### src/boot_link_params.svh
// constants for the boot sequencer and link command port
`ifndef BOOT_LINK_PARAMS_SVH
`define BOOT_LINK_PARAMS_SVH
`define REG_CLOCK_SPEED_DIVIDER 16'hc008
`define REG_GLOBAL_INTERRUPT_ENABLE 16'hc00e
`define REG_EXTENDED_WINDOW_LOW_PAGE 16'hc018
`define REG_EXTENDED_WINDOW_HIGH_PAGE 16'hc01a
`define REG_EXTERNAL_MEMORY_CONTROL 16'hc03a
`define REG_BOOT_STATUS 16'hc0f0
`define REG_LINK_COMMAND 16'hc0f2
`define REG_LINK_RESPONSE 16'hc0f4
`define REG_LINK_STATUS 16'hc0f6
`define SPEED_RESET 16'h000f
`define PC_RESET 16'hff00
`define ROM_ENTRY 16'he000
`define STACK_INIT 16'h0400
`define EMC_POWER_UP 16'h27f7
`define EMC_FIVE_WAIT 16'h2777
`define EMC_8BIT_BIT 7
`define EMC_WAIT_LSB 4
`define ROM_SIG_ADDR 16'hc100
`define ROM_JUMP_ADDR 16'hc102
`define SIG_DIRECT 16'hcb36
`define SIG_SCAN 16'hc3b6
`define SIG_SCAN_LOW 8'hb6
`define RAM_PROBE_ADDR 16'h6000
`define RAM_PROBE_PATTERN 16'ha55a
`define WAIT_STATE_PS 20800
`define CLOCK_PERIOD_PS 8000
`define WAIT_STATE_CYCLES ((`WAIT_STATE_PS + `CLOCK_PERIOD_PS - 1) / `CLOCK_PERIOD_PS)
`define CODE_ACCEPTED 16'h0fed
`define CODE_REFUSED 16'hdead
`define CMD_PORT_CONFIGURE 16'hce0c
`define CMD_MEMORY_READ 16'hce0a
`define CMD_MEMORY_WRITE 16'hce0b
`define CMD_XMEM_READ 16'hce0d
`define CMD_XMEM_WRITE 16'hce0e
`define CMD_USB_ENABLE 16'hce10
`define MAX_TRANSFER_BYTES 2048
`define SETTLE_US 30
`define SETTLE_BAUD_US 100
`define CYCLES_PER_US 125
`endif

### src/boot_link_pkg.sv
// types used by the device end of the link
`default_nettype none
package boot_link_pkg;
    typedef enum logic [1:0] {
        port_parallel = 2'h0,
        port_serial_fast = 2'h1,
        port_serial_periph = 2'h2,
        port_eeprom = 2'h3
    } boot_port_t;
endpackage : boot_link_pkg
`default_nettype wire

### src/boot_link_if.sv
// link between master processor and device: memory bus, mailbox, straps
`default_nettype none
interface boot_link_if;
    logic mem_req;
    logic mem_we;
    logic mem_byte;
    logic [15:0] mem_addr;
    logic [15:0] mem_wdata;
    logic [15:0] mem_rdata;
    logic mem_done;
    logic [1:0] boot_strap;
    logic otg_identification_pin;
    logic cmd_valid;
    logic [15:0] cmd_word;
    logic [15:0] cmd_len;
    logic rsp_valid;
    logic [15:0] rsp_word;
    logic boot_done;
    modport device (
        output mem_req, mem_we, mem_byte, mem_addr, mem_wdata,
        input mem_rdata, mem_done, boot_strap, otg_identification_pin,
        input cmd_valid, cmd_word, cmd_len,
        output rsp_valid, rsp_word, boot_done
    );
    modport master (
        input mem_req, mem_we, mem_byte, mem_addr, mem_wdata,
        output mem_rdata, mem_done, boot_strap, otg_identification_pin,
        output cmd_valid, cmd_word, cmd_len,
        input rsp_valid, rsp_word, boot_done
    );
endinterface : boot_link_if
`default_nettype wire

### src/boot_link_device.sv
// device end: start-up sequencer, strap decode and single command port
//
// Contract
// - memory regions 8/16 bit, 0-7 waits
// - each wait adds one 20.8 ns period; the code adds three 8 ns clocks (24 ns)
// - memory control powers up to 0x27f7
// - reset divider 0x000f, program counter 0xff00
// - jump e000, stack 400, divider zero, irq off
// - then memory control gets 0x2777
// - signature cb36 at c100 jumps c102
// - low byte b6 sets 8-bit bit; the code skips it when the high byte is c3
// - no signature: small variant rom pins gpio
// - low page gets 0, high gets 1
// - probe ram at 6000, set width
// - run scan on c3b6, then idle
// - identification pin picks first engine role
// - straps pick parallel, serial, peripheral, eeprom
// - co-processor: usb ports off until commanded
// - stand-alone: debug peripheral, first by pin
// - one command at a time, no queue
// - one 16-bit word command and reply
// - master: operands, post, poll, reply, data
// - serial command is 8-byte packet
// - transfers limited to 2048 bytes
// - master waits 30 or 100 us
`include "boot_link_params.svh"
`default_nettype none
module boot_link_device #(
    parameter bit REDUCED_PIN = 1'b0
) (
    input wire logic i_clock,
    input wire logic i_reset_n,
    input wire logic i_enable,
    input wire logic [15:0] i_addr,
    input wire logic [15:0] i_wdata,
    input wire logic i_write,
    input wire logic i_read,
    output logic [15:0] o_rdata,
    output logic [15:0] o_program_counter,
    output logic [15:0] o_stack_pointer,
    output logic o_rom_pins_gpio,
    output logic o_scan_run,
    output logic o_usb_first_host,
    output logic o_usb_first_on,
    output logic o_usb_debug_on,
    boot_link_if.device link
);
    typedef enum logic [9:0] {
        st_reset = 10'h001, st_entry = 10'h002, st_emc = 10'h004,
        st_sig16 = 10'h008, st_sig8 = 10'h010, st_ram_wr = 10'h020,
        st_ram_rd = 10'h040, st_setup = 10'h080, st_idle = 10'h100,
        st_exec = 10'h200
    } state_t;
    state_t state_ff;
    state_t nxt_state;
    logic [15:0] speed_ff;
    logic [15:0] gie_ff;
    logic [15:0] page_low_ff;
    logic [15:0] page_high_ff;
    logic [15:0] emc_ff;
    logic [15:0] sig_ff;
    logic [1:0] strap_ff;
    logic [2:0] wait_cnt_ff;
    logic [1:0] sub_cnt_ff;
    logic mem_go;
    logic mem_fin;
    logic [2:0] waits;
    logic fast_port;
    assign waits = emc_ff[`EMC_WAIT_LSB +: 3];
    always_comb begin
        nxt_state = state_ff;
        case (state_ff)
            st_reset: nxt_state = st_entry;
            st_entry: nxt_state = st_emc;
            st_emc: nxt_state = st_sig16;
            st_sig16: if (mem_fin) nxt_state = (link.mem_rdata == `SIG_DIRECT) ? st_idle : st_sig8;
            st_sig8: if (mem_fin) nxt_state = st_ram_wr;
            st_ram_wr: if (mem_fin) nxt_state = st_ram_rd;
            st_ram_rd: if (mem_fin) nxt_state = st_setup;
            st_setup: nxt_state = st_idle;
            st_idle: if (link.cmd_valid) nxt_state = st_exec;
            st_exec: nxt_state = st_idle;
            default: nxt_state = st_reset;
        endcase
    end
    always_ff @(posedge i_clock) begin
        if (!i_reset_n) state_ff <= st_reset;
        else if (i_enable) state_ff <= nxt_state;
    end
    // external memory cycle, stretched by programmed waits
    assign mem_go = state_ff inside {st_sig16, st_sig8, st_ram_wr, st_ram_rd};
    assign mem_fin = mem_go && link.mem_done && (wait_cnt_ff == waits)
                     && (sub_cnt_ff == 2'(`WAIT_STATE_CYCLES - 1));
    // counters freeze with the rest of the state while enable is low
    always_ff @(posedge i_clock) begin
        if (!i_reset_n) begin
            wait_cnt_ff <= 3'h0;
            sub_cnt_ff <= 2'h0;
        end else if (i_enable) begin
            if (!mem_go || mem_fin) begin
                wait_cnt_ff <= 3'h0;
                sub_cnt_ff <= 2'h0;
            end else if (wait_cnt_ff != waits) begin
                if (sub_cnt_ff == 2'(`WAIT_STATE_CYCLES - 1)) begin
                    sub_cnt_ff <= 2'h0;
                    wait_cnt_ff <= wait_cnt_ff + 3'h1;
                end else begin
                    sub_cnt_ff <= sub_cnt_ff + 2'h1;
                end
            end else begin
                sub_cnt_ff <= (sub_cnt_ff == 2'(`WAIT_STATE_CYCLES - 1)) ? sub_cnt_ff
                                                                          : sub_cnt_ff + 2'h1;
            end
        end
    end
    always_comb begin
        link.mem_req = mem_go;
        link.mem_we = (state_ff == st_ram_wr);
        link.mem_byte = (state_ff == st_sig8) | emc_ff[`EMC_8BIT_BIT];
        link.mem_addr = (state_ff inside {st_ram_wr, st_ram_rd}) ? `RAM_PROBE_ADDR
                                                                  : `ROM_SIG_ADDR;
        link.mem_wdata = `RAM_PROBE_PATTERN;
    end
    always_ff @(posedge i_clock) begin
        if (!i_reset_n) begin
            o_program_counter <= `PC_RESET;
            o_stack_pointer <= 16'h0;
            speed_ff <= `SPEED_RESET;
            gie_ff <= 16'h0;
            emc_ff <= `EMC_POWER_UP;
            page_low_ff <= 16'h0;
            page_high_ff <= 16'h0;
            sig_ff <= 16'h0;
            o_rom_pins_gpio <= 1'b0;
            o_scan_run <= 1'b0;
        end else if (i_enable) begin
            case (state_ff)
                st_entry: begin
                    o_program_counter <= `ROM_ENTRY;
                    o_stack_pointer <= `STACK_INIT;
                    speed_ff <= 16'h0;
                    gie_ff <= 16'h0;
                end
                st_emc: emc_ff <= `EMC_FIVE_WAIT;
                st_sig16: if (mem_fin) begin
                    sig_ff <= link.mem_rdata;
                    if (link.mem_rdata == `SIG_DIRECT)
                        o_program_counter <= `ROM_JUMP_ADDR;
                end
                st_sig8: if (mem_fin) begin
                    if (link.mem_rdata[7:0] == `SIG_SCAN_LOW && link.mem_rdata[15:8] != 8'hc3)
                        emc_ff[`EMC_8BIT_BIT] <= 1'b1;
                    if (REDUCED_PIN && sig_ff != `SIG_SCAN && link.mem_rdata[7:0] != `SIG_SCAN_LOW)
                        o_rom_pins_gpio <= 1'b1;
                    page_low_ff <= 16'h0;
                    page_high_ff <= 16'h1;
                end
                st_ram_rd: if (mem_fin && link.mem_rdata != `RAM_PROBE_PATTERN)
                    emc_ff[`EMC_8BIT_BIT] <= 1'b1;
                st_setup: begin
                    gie_ff <= 16'h0;
                    o_scan_run <= (sig_ff == `SIG_SCAN);
                end
                default: begin
                    // software writes; later write wins
                    if (i_write && i_addr == `REG_CLOCK_SPEED_DIVIDER) speed_ff <= i_wdata;
                    if (i_write && i_addr == `REG_GLOBAL_INTERRUPT_ENABLE) gie_ff <= i_wdata;
                    if (i_write && i_addr == `REG_EXTENDED_WINDOW_LOW_PAGE) page_low_ff <= i_wdata;
                    if (i_write && i_addr == `REG_EXTENDED_WINDOW_HIGH_PAGE)
                        page_high_ff <= i_wdata;
                    if (i_write && i_addr == `REG_EXTERNAL_MEMORY_CONTROL)
                        emc_ff <= i_wdata;
                end
            endcase
        end
    end
    // straps caught once, after reset release
    always_ff @(posedge i_clock) begin
        if (!i_reset_n) strap_ff <= 2'h0;
        else if (i_enable && state_ff == st_reset) strap_ff <= link.boot_strap;
    end
    assign fast_port = strap_ff == boot_link_pkg::port_serial_fast;
    always_ff @(posedge i_clock) begin
        if (!i_reset_n) begin
            o_usb_first_host <= 1'b0;
            o_usb_first_on <= 1'b0;
            o_usb_debug_on <= 1'b0;
            link.rsp_valid <= 1'b0;
            link.rsp_word <= 16'h0;
        end else if (i_enable) begin
            link.rsp_valid <= 1'b0;
            if (state_ff == st_setup) begin
                o_usb_first_host <= ~link.otg_identification_pin;
                o_usb_first_on <= (strap_ff == boot_link_pkg::port_eeprom);
                o_usb_debug_on <= (strap_ff == boot_link_pkg::port_eeprom);
            end
            if (state_ff == st_exec) begin
                link.rsp_valid <= 1'b1;
                if (strap_ff == boot_link_pkg::port_eeprom ||
                    (fast_port && link.cmd_len > 16'(`MAX_TRANSFER_BYTES))) begin
                    link.rsp_word <= `CODE_REFUSED;
                end else begin
                    link.rsp_word <= `CODE_ACCEPTED;
                    if (link.cmd_word == `CMD_USB_ENABLE) begin
                        o_usb_first_on <= 1'b1;
                        o_usb_debug_on <= 1'b1;
                    end
                end
            end
        end
    end
    assign link.boot_done = (state_ff == st_idle) | (state_ff == st_exec);
    always_ff @(posedge i_clock) begin
        if (!i_reset_n) o_rdata <= 16'h0;
        else if (i_enable && i_read) begin
            case (i_addr)
                `REG_CLOCK_SPEED_DIVIDER: o_rdata <= speed_ff;
                `REG_GLOBAL_INTERRUPT_ENABLE: o_rdata <= gie_ff;
                `REG_EXTENDED_WINDOW_LOW_PAGE: o_rdata <= page_low_ff;
                `REG_EXTENDED_WINDOW_HIGH_PAGE: o_rdata <= page_high_ff;
                `REG_EXTERNAL_MEMORY_CONTROL: o_rdata <= emc_ff;
                `REG_BOOT_STATUS: o_rdata <= {4'h0, state_ff, strap_ff};
                default: o_rdata <= 16'h0;
            endcase
        end
    end
endmodule : boot_link_device
`default_nettype wire

### src/flat_wrapper.sv
// flat-port wrapper written by rule: the top's interface ports become plain ports
module boot_link_device_flat 
#(
    parameter bit REDUCED_PIN = 1'b0
)
  (i_clock, i_reset_n, i_enable, i_addr, i_wdata, i_write, i_read, o_rdata, o_program_counter, o_stack_pointer, o_rom_pins_gpio, o_scan_run, o_usb_first_host, o_usb_first_on, o_usb_debug_on, link_mem_req, link_mem_we, link_mem_byte, link_mem_addr, link_mem_wdata, link_mem_rdata, link_mem_done, link_boot_strap, link_otg_identification_pin, link_cmd_valid, link_cmd_word, link_cmd_len, link_rsp_valid, link_rsp_word, link_boot_done);
  boot_link_if link_i ();
  input wire logic i_clock;
  input wire logic i_reset_n;
  input wire logic i_enable;
  input wire logic [15:0] i_addr;
  input wire logic [15:0] i_wdata;
  input wire logic i_write;
  input wire logic i_read;
  output logic [15:0] o_rdata;
  output logic [15:0] o_program_counter;
  output logic [15:0] o_stack_pointer;
  output logic o_rom_pins_gpio;
  output logic o_scan_run;
  output logic o_usb_first_host;
  output logic o_usb_first_on;
  output logic o_usb_debug_on;
  output wire logic [$bits(link_i.mem_req)-1:0] link_mem_req;
  output wire logic [$bits(link_i.mem_we)-1:0] link_mem_we;
  output wire logic [$bits(link_i.mem_byte)-1:0] link_mem_byte;
  output wire logic [$bits(link_i.mem_addr)-1:0] link_mem_addr;
  output wire logic [$bits(link_i.mem_wdata)-1:0] link_mem_wdata;
  input wire logic [$bits(link_i.mem_rdata)-1:0] link_mem_rdata;
  input wire logic [$bits(link_i.mem_done)-1:0] link_mem_done;
  input wire logic [$bits(link_i.boot_strap)-1:0] link_boot_strap;
  input wire logic [$bits(link_i.otg_identification_pin)-1:0] link_otg_identification_pin;
  input wire logic [$bits(link_i.cmd_valid)-1:0] link_cmd_valid;
  input wire logic [$bits(link_i.cmd_word)-1:0] link_cmd_word;
  input wire logic [$bits(link_i.cmd_len)-1:0] link_cmd_len;
  output wire logic [$bits(link_i.rsp_valid)-1:0] link_rsp_valid;
  output wire logic [$bits(link_i.rsp_word)-1:0] link_rsp_word;
  output wire logic [$bits(link_i.boot_done)-1:0] link_boot_done;
  assign link_mem_req = link_i.mem_req;
  assign link_mem_we = link_i.mem_we;
  assign link_mem_byte = link_i.mem_byte;
  assign link_mem_addr = link_i.mem_addr;
  assign link_mem_wdata = link_i.mem_wdata;
  assign link_i.mem_rdata = link_mem_rdata;
  assign link_i.mem_done = link_mem_done;
  assign link_i.boot_strap = link_boot_strap;
  assign link_i.otg_identification_pin = link_otg_identification_pin;
  assign link_i.cmd_valid = link_cmd_valid;
  assign link_i.cmd_word = link_cmd_word;
  assign link_i.cmd_len = link_cmd_len;
  assign link_rsp_valid = link_i.rsp_valid;
  assign link_rsp_word = link_i.rsp_word;
  assign link_boot_done = link_i.boot_done;
  boot_link_device #(.REDUCED_PIN(REDUCED_PIN)) u_core (.i_clock(i_clock), .i_reset_n(i_reset_n), .i_enable(i_enable), .i_addr(i_addr), .i_wdata(i_wdata), .i_write(i_write), .i_read(i_read), .o_rdata(o_rdata), .o_program_counter(o_program_counter), .o_stack_pointer(o_stack_pointer), .o_rom_pins_gpio(o_rom_pins_gpio), .o_scan_run(o_scan_run), .o_usb_first_host(o_usb_first_host), .o_usb_first_on(o_usb_first_on), .o_usb_debug_on(o_usb_debug_on), .link(link_i));
endmodule
### config.mk
export PLATFORM = sky130hd
export DESIGN_NAME = boot_link_device_flat
export DESIGN_NICKNAME = d
export VERILOG_FILES = /design/src/boot_link_pkg.sv /design/src/boot_link_if.sv /design/src/boot_link_device.sv /design/src/flat_wrapper.sv
export VERILOG_INCLUDE_DIRS = /design/src /design/src/src
export SDC_FILE = /design/constraint.sdc
export NUM_CORES = 1
export LEC_CHECK = 0
export ABC_CLOCK_PERIOD_IN_PS = 2400
export BUFFER_PORTS_ARGS = -buffer_cell sky130_fd_sc_hd__buf_2
export CAP_MARGIN = 20
export CORE_MARGIN = 2
export CORE_UTILIZATION = 27
export DETAILED_ROUTE_END_ITERATION = 6
export GPL_TIMING_DRIVEN = 0
export SETUP_SLACK_MARGIN = 0.3
export SLEW_MARGIN = 20
export SYNTH_ARGS = -nofsm -noshare
export SYNTH_HDL_FRONTEND = slang
export SYNTH_SLANG_ARGS = --single-unit
### constraint.sdc
create_clock -name i_clock -period 2.4 [get_ports i_clock]
set_input_delay 0.24 -clock i_clock [delete_from_list [all_inputs] [get_ports i_clock]]
set_output_delay 0.24 -clock i_clock [all_outputs]
set_load 0.1 [all_outputs]
==> results.cfg <==
[min_path]
hp-start = link_boot_strap[1]
hp-class = input pin to register
holdPathEnd = u_core.strap_ff[1]
hold_path_depth = 3

[clock_tree]
cts_sinks = 142
cts_tree = yes
numCtsBuffers = 17
clkSlewWorstSetupHoldPaths_ps = 70
htree_levels = 4
cts_hold_buf = 0
cts_root_buf = clkbuf_16
clock_latency_ps = 440
clk_path_buf_depth = 2

[critical_path]
reg2reg_depth = 11
crit_path_end_kind = register
path_max_fanout = 7
reg2reg_to = u_core.page_low_ff[15]
cpMaxStageDelayCell = or4_4
cp-start-kind = register
cp_top_family = simple AND/OR/NAND/NOR gates
critical_path_class = register to register
path_cells = buf_6 > or4_4 > buf_6 > or3_4 > buf_8 > nand2b_4 > a21o_1 > buf_6 > buf_6 > a32oi_2 > nor2_1
critical_path_cell_count = 11
timing.rr.start = u_core.state_ff[1]
reg2reg_slack_ps = -120
worstPathRequired_ps = 2700
slowest_delay_ps = 480
critical_path_buf_inv_count = 5
arrival_ps = 2830
cp_common_cell = buf_6

[final_layout]
diodes = 0
fill_cells = 2510
final_util_pct = 42.6
seq_area_um2 = 2850
final_layout_size_suffix_gt1_share_pct = 43.7
area_growth_pct = 55.6
multi_input_area_um2 = 4290
finalNetCount = 1230

[run]
max-cap-violations = 0

[global_route]
grt_overflow = 0
grt_max_degree = 17
grt_pass1_vias = 7353
antenna_found_initial = 1
grt_pass1_wl_um = 42700
grt_usage_pct = 20.0

[pwr]
pwr-share-clk_pct = 43.8
switching_power_uw = 2030
cellInternalPower_uw = 4340
ir_worst_vdd_v = 0.000308
finalPower_uw = 6370
p_leak_uw = 0.00456
comb_power_share_pct = 18.3
swShare_pct = 31.8
powerDensity_nw_per_um2 = 576
seqPwrFrac_pct = 37.9

[synthesis]
async_flop_share_pct = 0
synth-seq-area-share_pct = 40.0
synthFlopType = dfxtp_1
ys_types = 72
yosys_warnings = 0
ys_ff_latch = 142
synth_area_per_cell_um2 = 8.45
synthesis.area_um2 = 7110
synthCells = 841
synth_edf_count = 0

[drt]
vias = 7868
wire_per_inst_um = 19.6
viasPerCell = 5.29
postRouteAntennaNets = 0
routed_wl_um = 29100
drt_iter0_drc = 815
drcViolationCount = 0
dr.pass1.iters = 6

[sta]
fin_crit_ps = 2520
finalWorstSetupSlack_ps = -123
hold_violations = 0
min_period_over_period_pct = 105
setup_violations = 66
worst_pin_slew_ps = 1060
rsz0062_at_grt = true
slew_headroom_pct = 29.1
fmax_ghz = 0.396
fin_skew_ps = 13.6
drv_slew = 0

[place]
dpl.hpwl_um = 19000
io_buffers = 137
dp_slack_ps = -652
place.gp.congestion = 0.880

[floorplanning]
die_h_um = 166
io-pin-count = 196
row_count = 59
die-area_um2 = 27600
start_util_pct = 27.4
core_um2 = 26000
die_w_um = 166

[run_status]
status = finished with violations
violations = setup timing
-- worst reg2reg max path, delay by kind of cell, from the launching register on --
| family | cells | cell delay [ps] |
|---|---|---|
| and+or+nand+nor | 4 | 1050 |
| buffers and inverters | 5 | 690 |
| AOI/OAI and AO/OA | 2 | 350 |
| DFF | 1 | 320 |
-- layout make-up --
type                    count  area share, %
clock inverters            12           1.37
plain buffers             138           9.93
inverters                  19          0.679
clock buffers              20           4.22
flip-flops and latches    142           25.8
multi-input cells         597           38.8
well taps                 335           3.79
repair buffers            224           15.4
-- repair_timing --
item | CTS | global route
gates resized for setup | 172 | 72
gates cloned | 8 | 2
pin swaps | 47 | 30
setup buffers | 57 | 20
endpoints found under the setup margin | 138 | 142
-- metal layers --
metal  global-route usage [%]  routed length, um  vias up
li1                         -                  -     3601
met1                     25.6              11800     3678
met2                     32.3              13300      501
met3                     6.01               3120       88
met4                     6.07                903        0
met5                        0                  0        -
-- through the flow --
step                      area [um^2]  TNS [ps]  hold WS (ps)  instances
after floorplan                  7600      -611           365        896
after global placement           8710    -28490           440       1368
after detailed placement         8710    -30280           447       1368
after CTS                       10600     -2400          52.6       1465
after global routing            11100     -7390          71.6       1487
final                           11100     -4030          62.1       1487
-- power by group through the flow --
stage          registers [uW]  clock network (uW)  logic, uW
6_report                 2410                2790       1170
5_1_grt                  2410                2890       1210
4_1_cts                  2410                2800       1110
3_5_place_dp             2470                   0        993
3_3_place_gp             2460                   0        991
2_1_floorplan            2560                   0        671
-- how the worst max path moves through the flow --
stage	start	end	slack, ps
after CTS	u_core.state_ff[1]	u_core.page_high_ff[13]	-110
final	u_core.state_ff[1]	u_core.page_low_ff[15]	-120
after global placement	i_addr[7]	u_core.page_high_ff[10]	-610
after detailed placement	i_addr[7]	u_core.page_high_ff[13]	-650
after floorplan	u_core.state_ff[1]	u_core.state_ff[0]	-390
after global routing	u_core.state_ff[1]	u_core.gie_ff[8]	-180
-- state kept, by name, indices dropped and copies added (netlist names), 4 cells and up --
name,count
u_core.state_ff,10
u_core.o_rdata,16
u_core.page_high_ff,16
u_core.o_program_counter,4
u_core.page_low_ff,16
u_core.speed_ff,16
u_core.emc_ff,16
u_core.gie_ff,16
u_core.sig_ff,16
-- cell families (layout without fill, tap and decap cells) --
| group | count (synthesis) | in the layout | synth area share, % |
|---|---|---|---|
| XOR/XNOR | 11 | 11 | 1.35 |
| other | 2 | 57 | 0.106 |
| adder cells (fa/ha/maj) | 1 | 1 | 0.176 |
| multiplexers | 4 | 4 | 0.563 |
| AO/OA/AOI/OAI | 218 | 218 | 21.6 |
| AND/OR/NAND/NOR | 306 | 306 | 23.1 |
| buffers and inverters | 157 | 413 | 13.1 |
| flip-flops | 142 | 142 | 40.0 |
-- synthesized netlist by cell type (16+ instances only) --
library cell,number,share of area (%)
a21oi_1,39,2.7
buf_4,72,7.6
a31oi_1,23,2.0
inv_1,18,0.95
nor3_1,23,1.6
nand4_1,16,1.4
clkbuf_1,42,2.2
dfxtp_1,142,40
a22oi_1,23,2.4
a32oi_1,22,2.7
nand3_1,59,4.2
o21ai_0,20,1.4
nand2_1,65,3.4
nor2_1,65,3.4
-- cells in the final DEF (no fill, tap or decap), types with 6 or more instances in the layout --
master,instances
xnor2_1,7
nand3_2,29
o31ai_1,6
buf_2,133
o21ai_0,14
buf_12,10
o22ai_1,8
nor3_2,10
a221oi_1,15
buf_4,124
clkbuf_8,9
nand4_1,16
nor4_4,6
a22o_1,15
nor4_1,7
a32oi_1,15
conb_1,57
nand3_1,28
clkbuf_1,19
nor3_1,9
a31oi_1,22
clkbuf_2,8
dfxtp_1,138
nand2_2,6
nand2_1,54
inv_1,17
a32oi_2,6
buf_6,34
a21oi_2,12
a22oi_1,23
a21oi_1,27
o21ai_1,15
nor2_1,57
buf_8,12
clkbuf_16,21
Power figures use the tool's default switching activity.
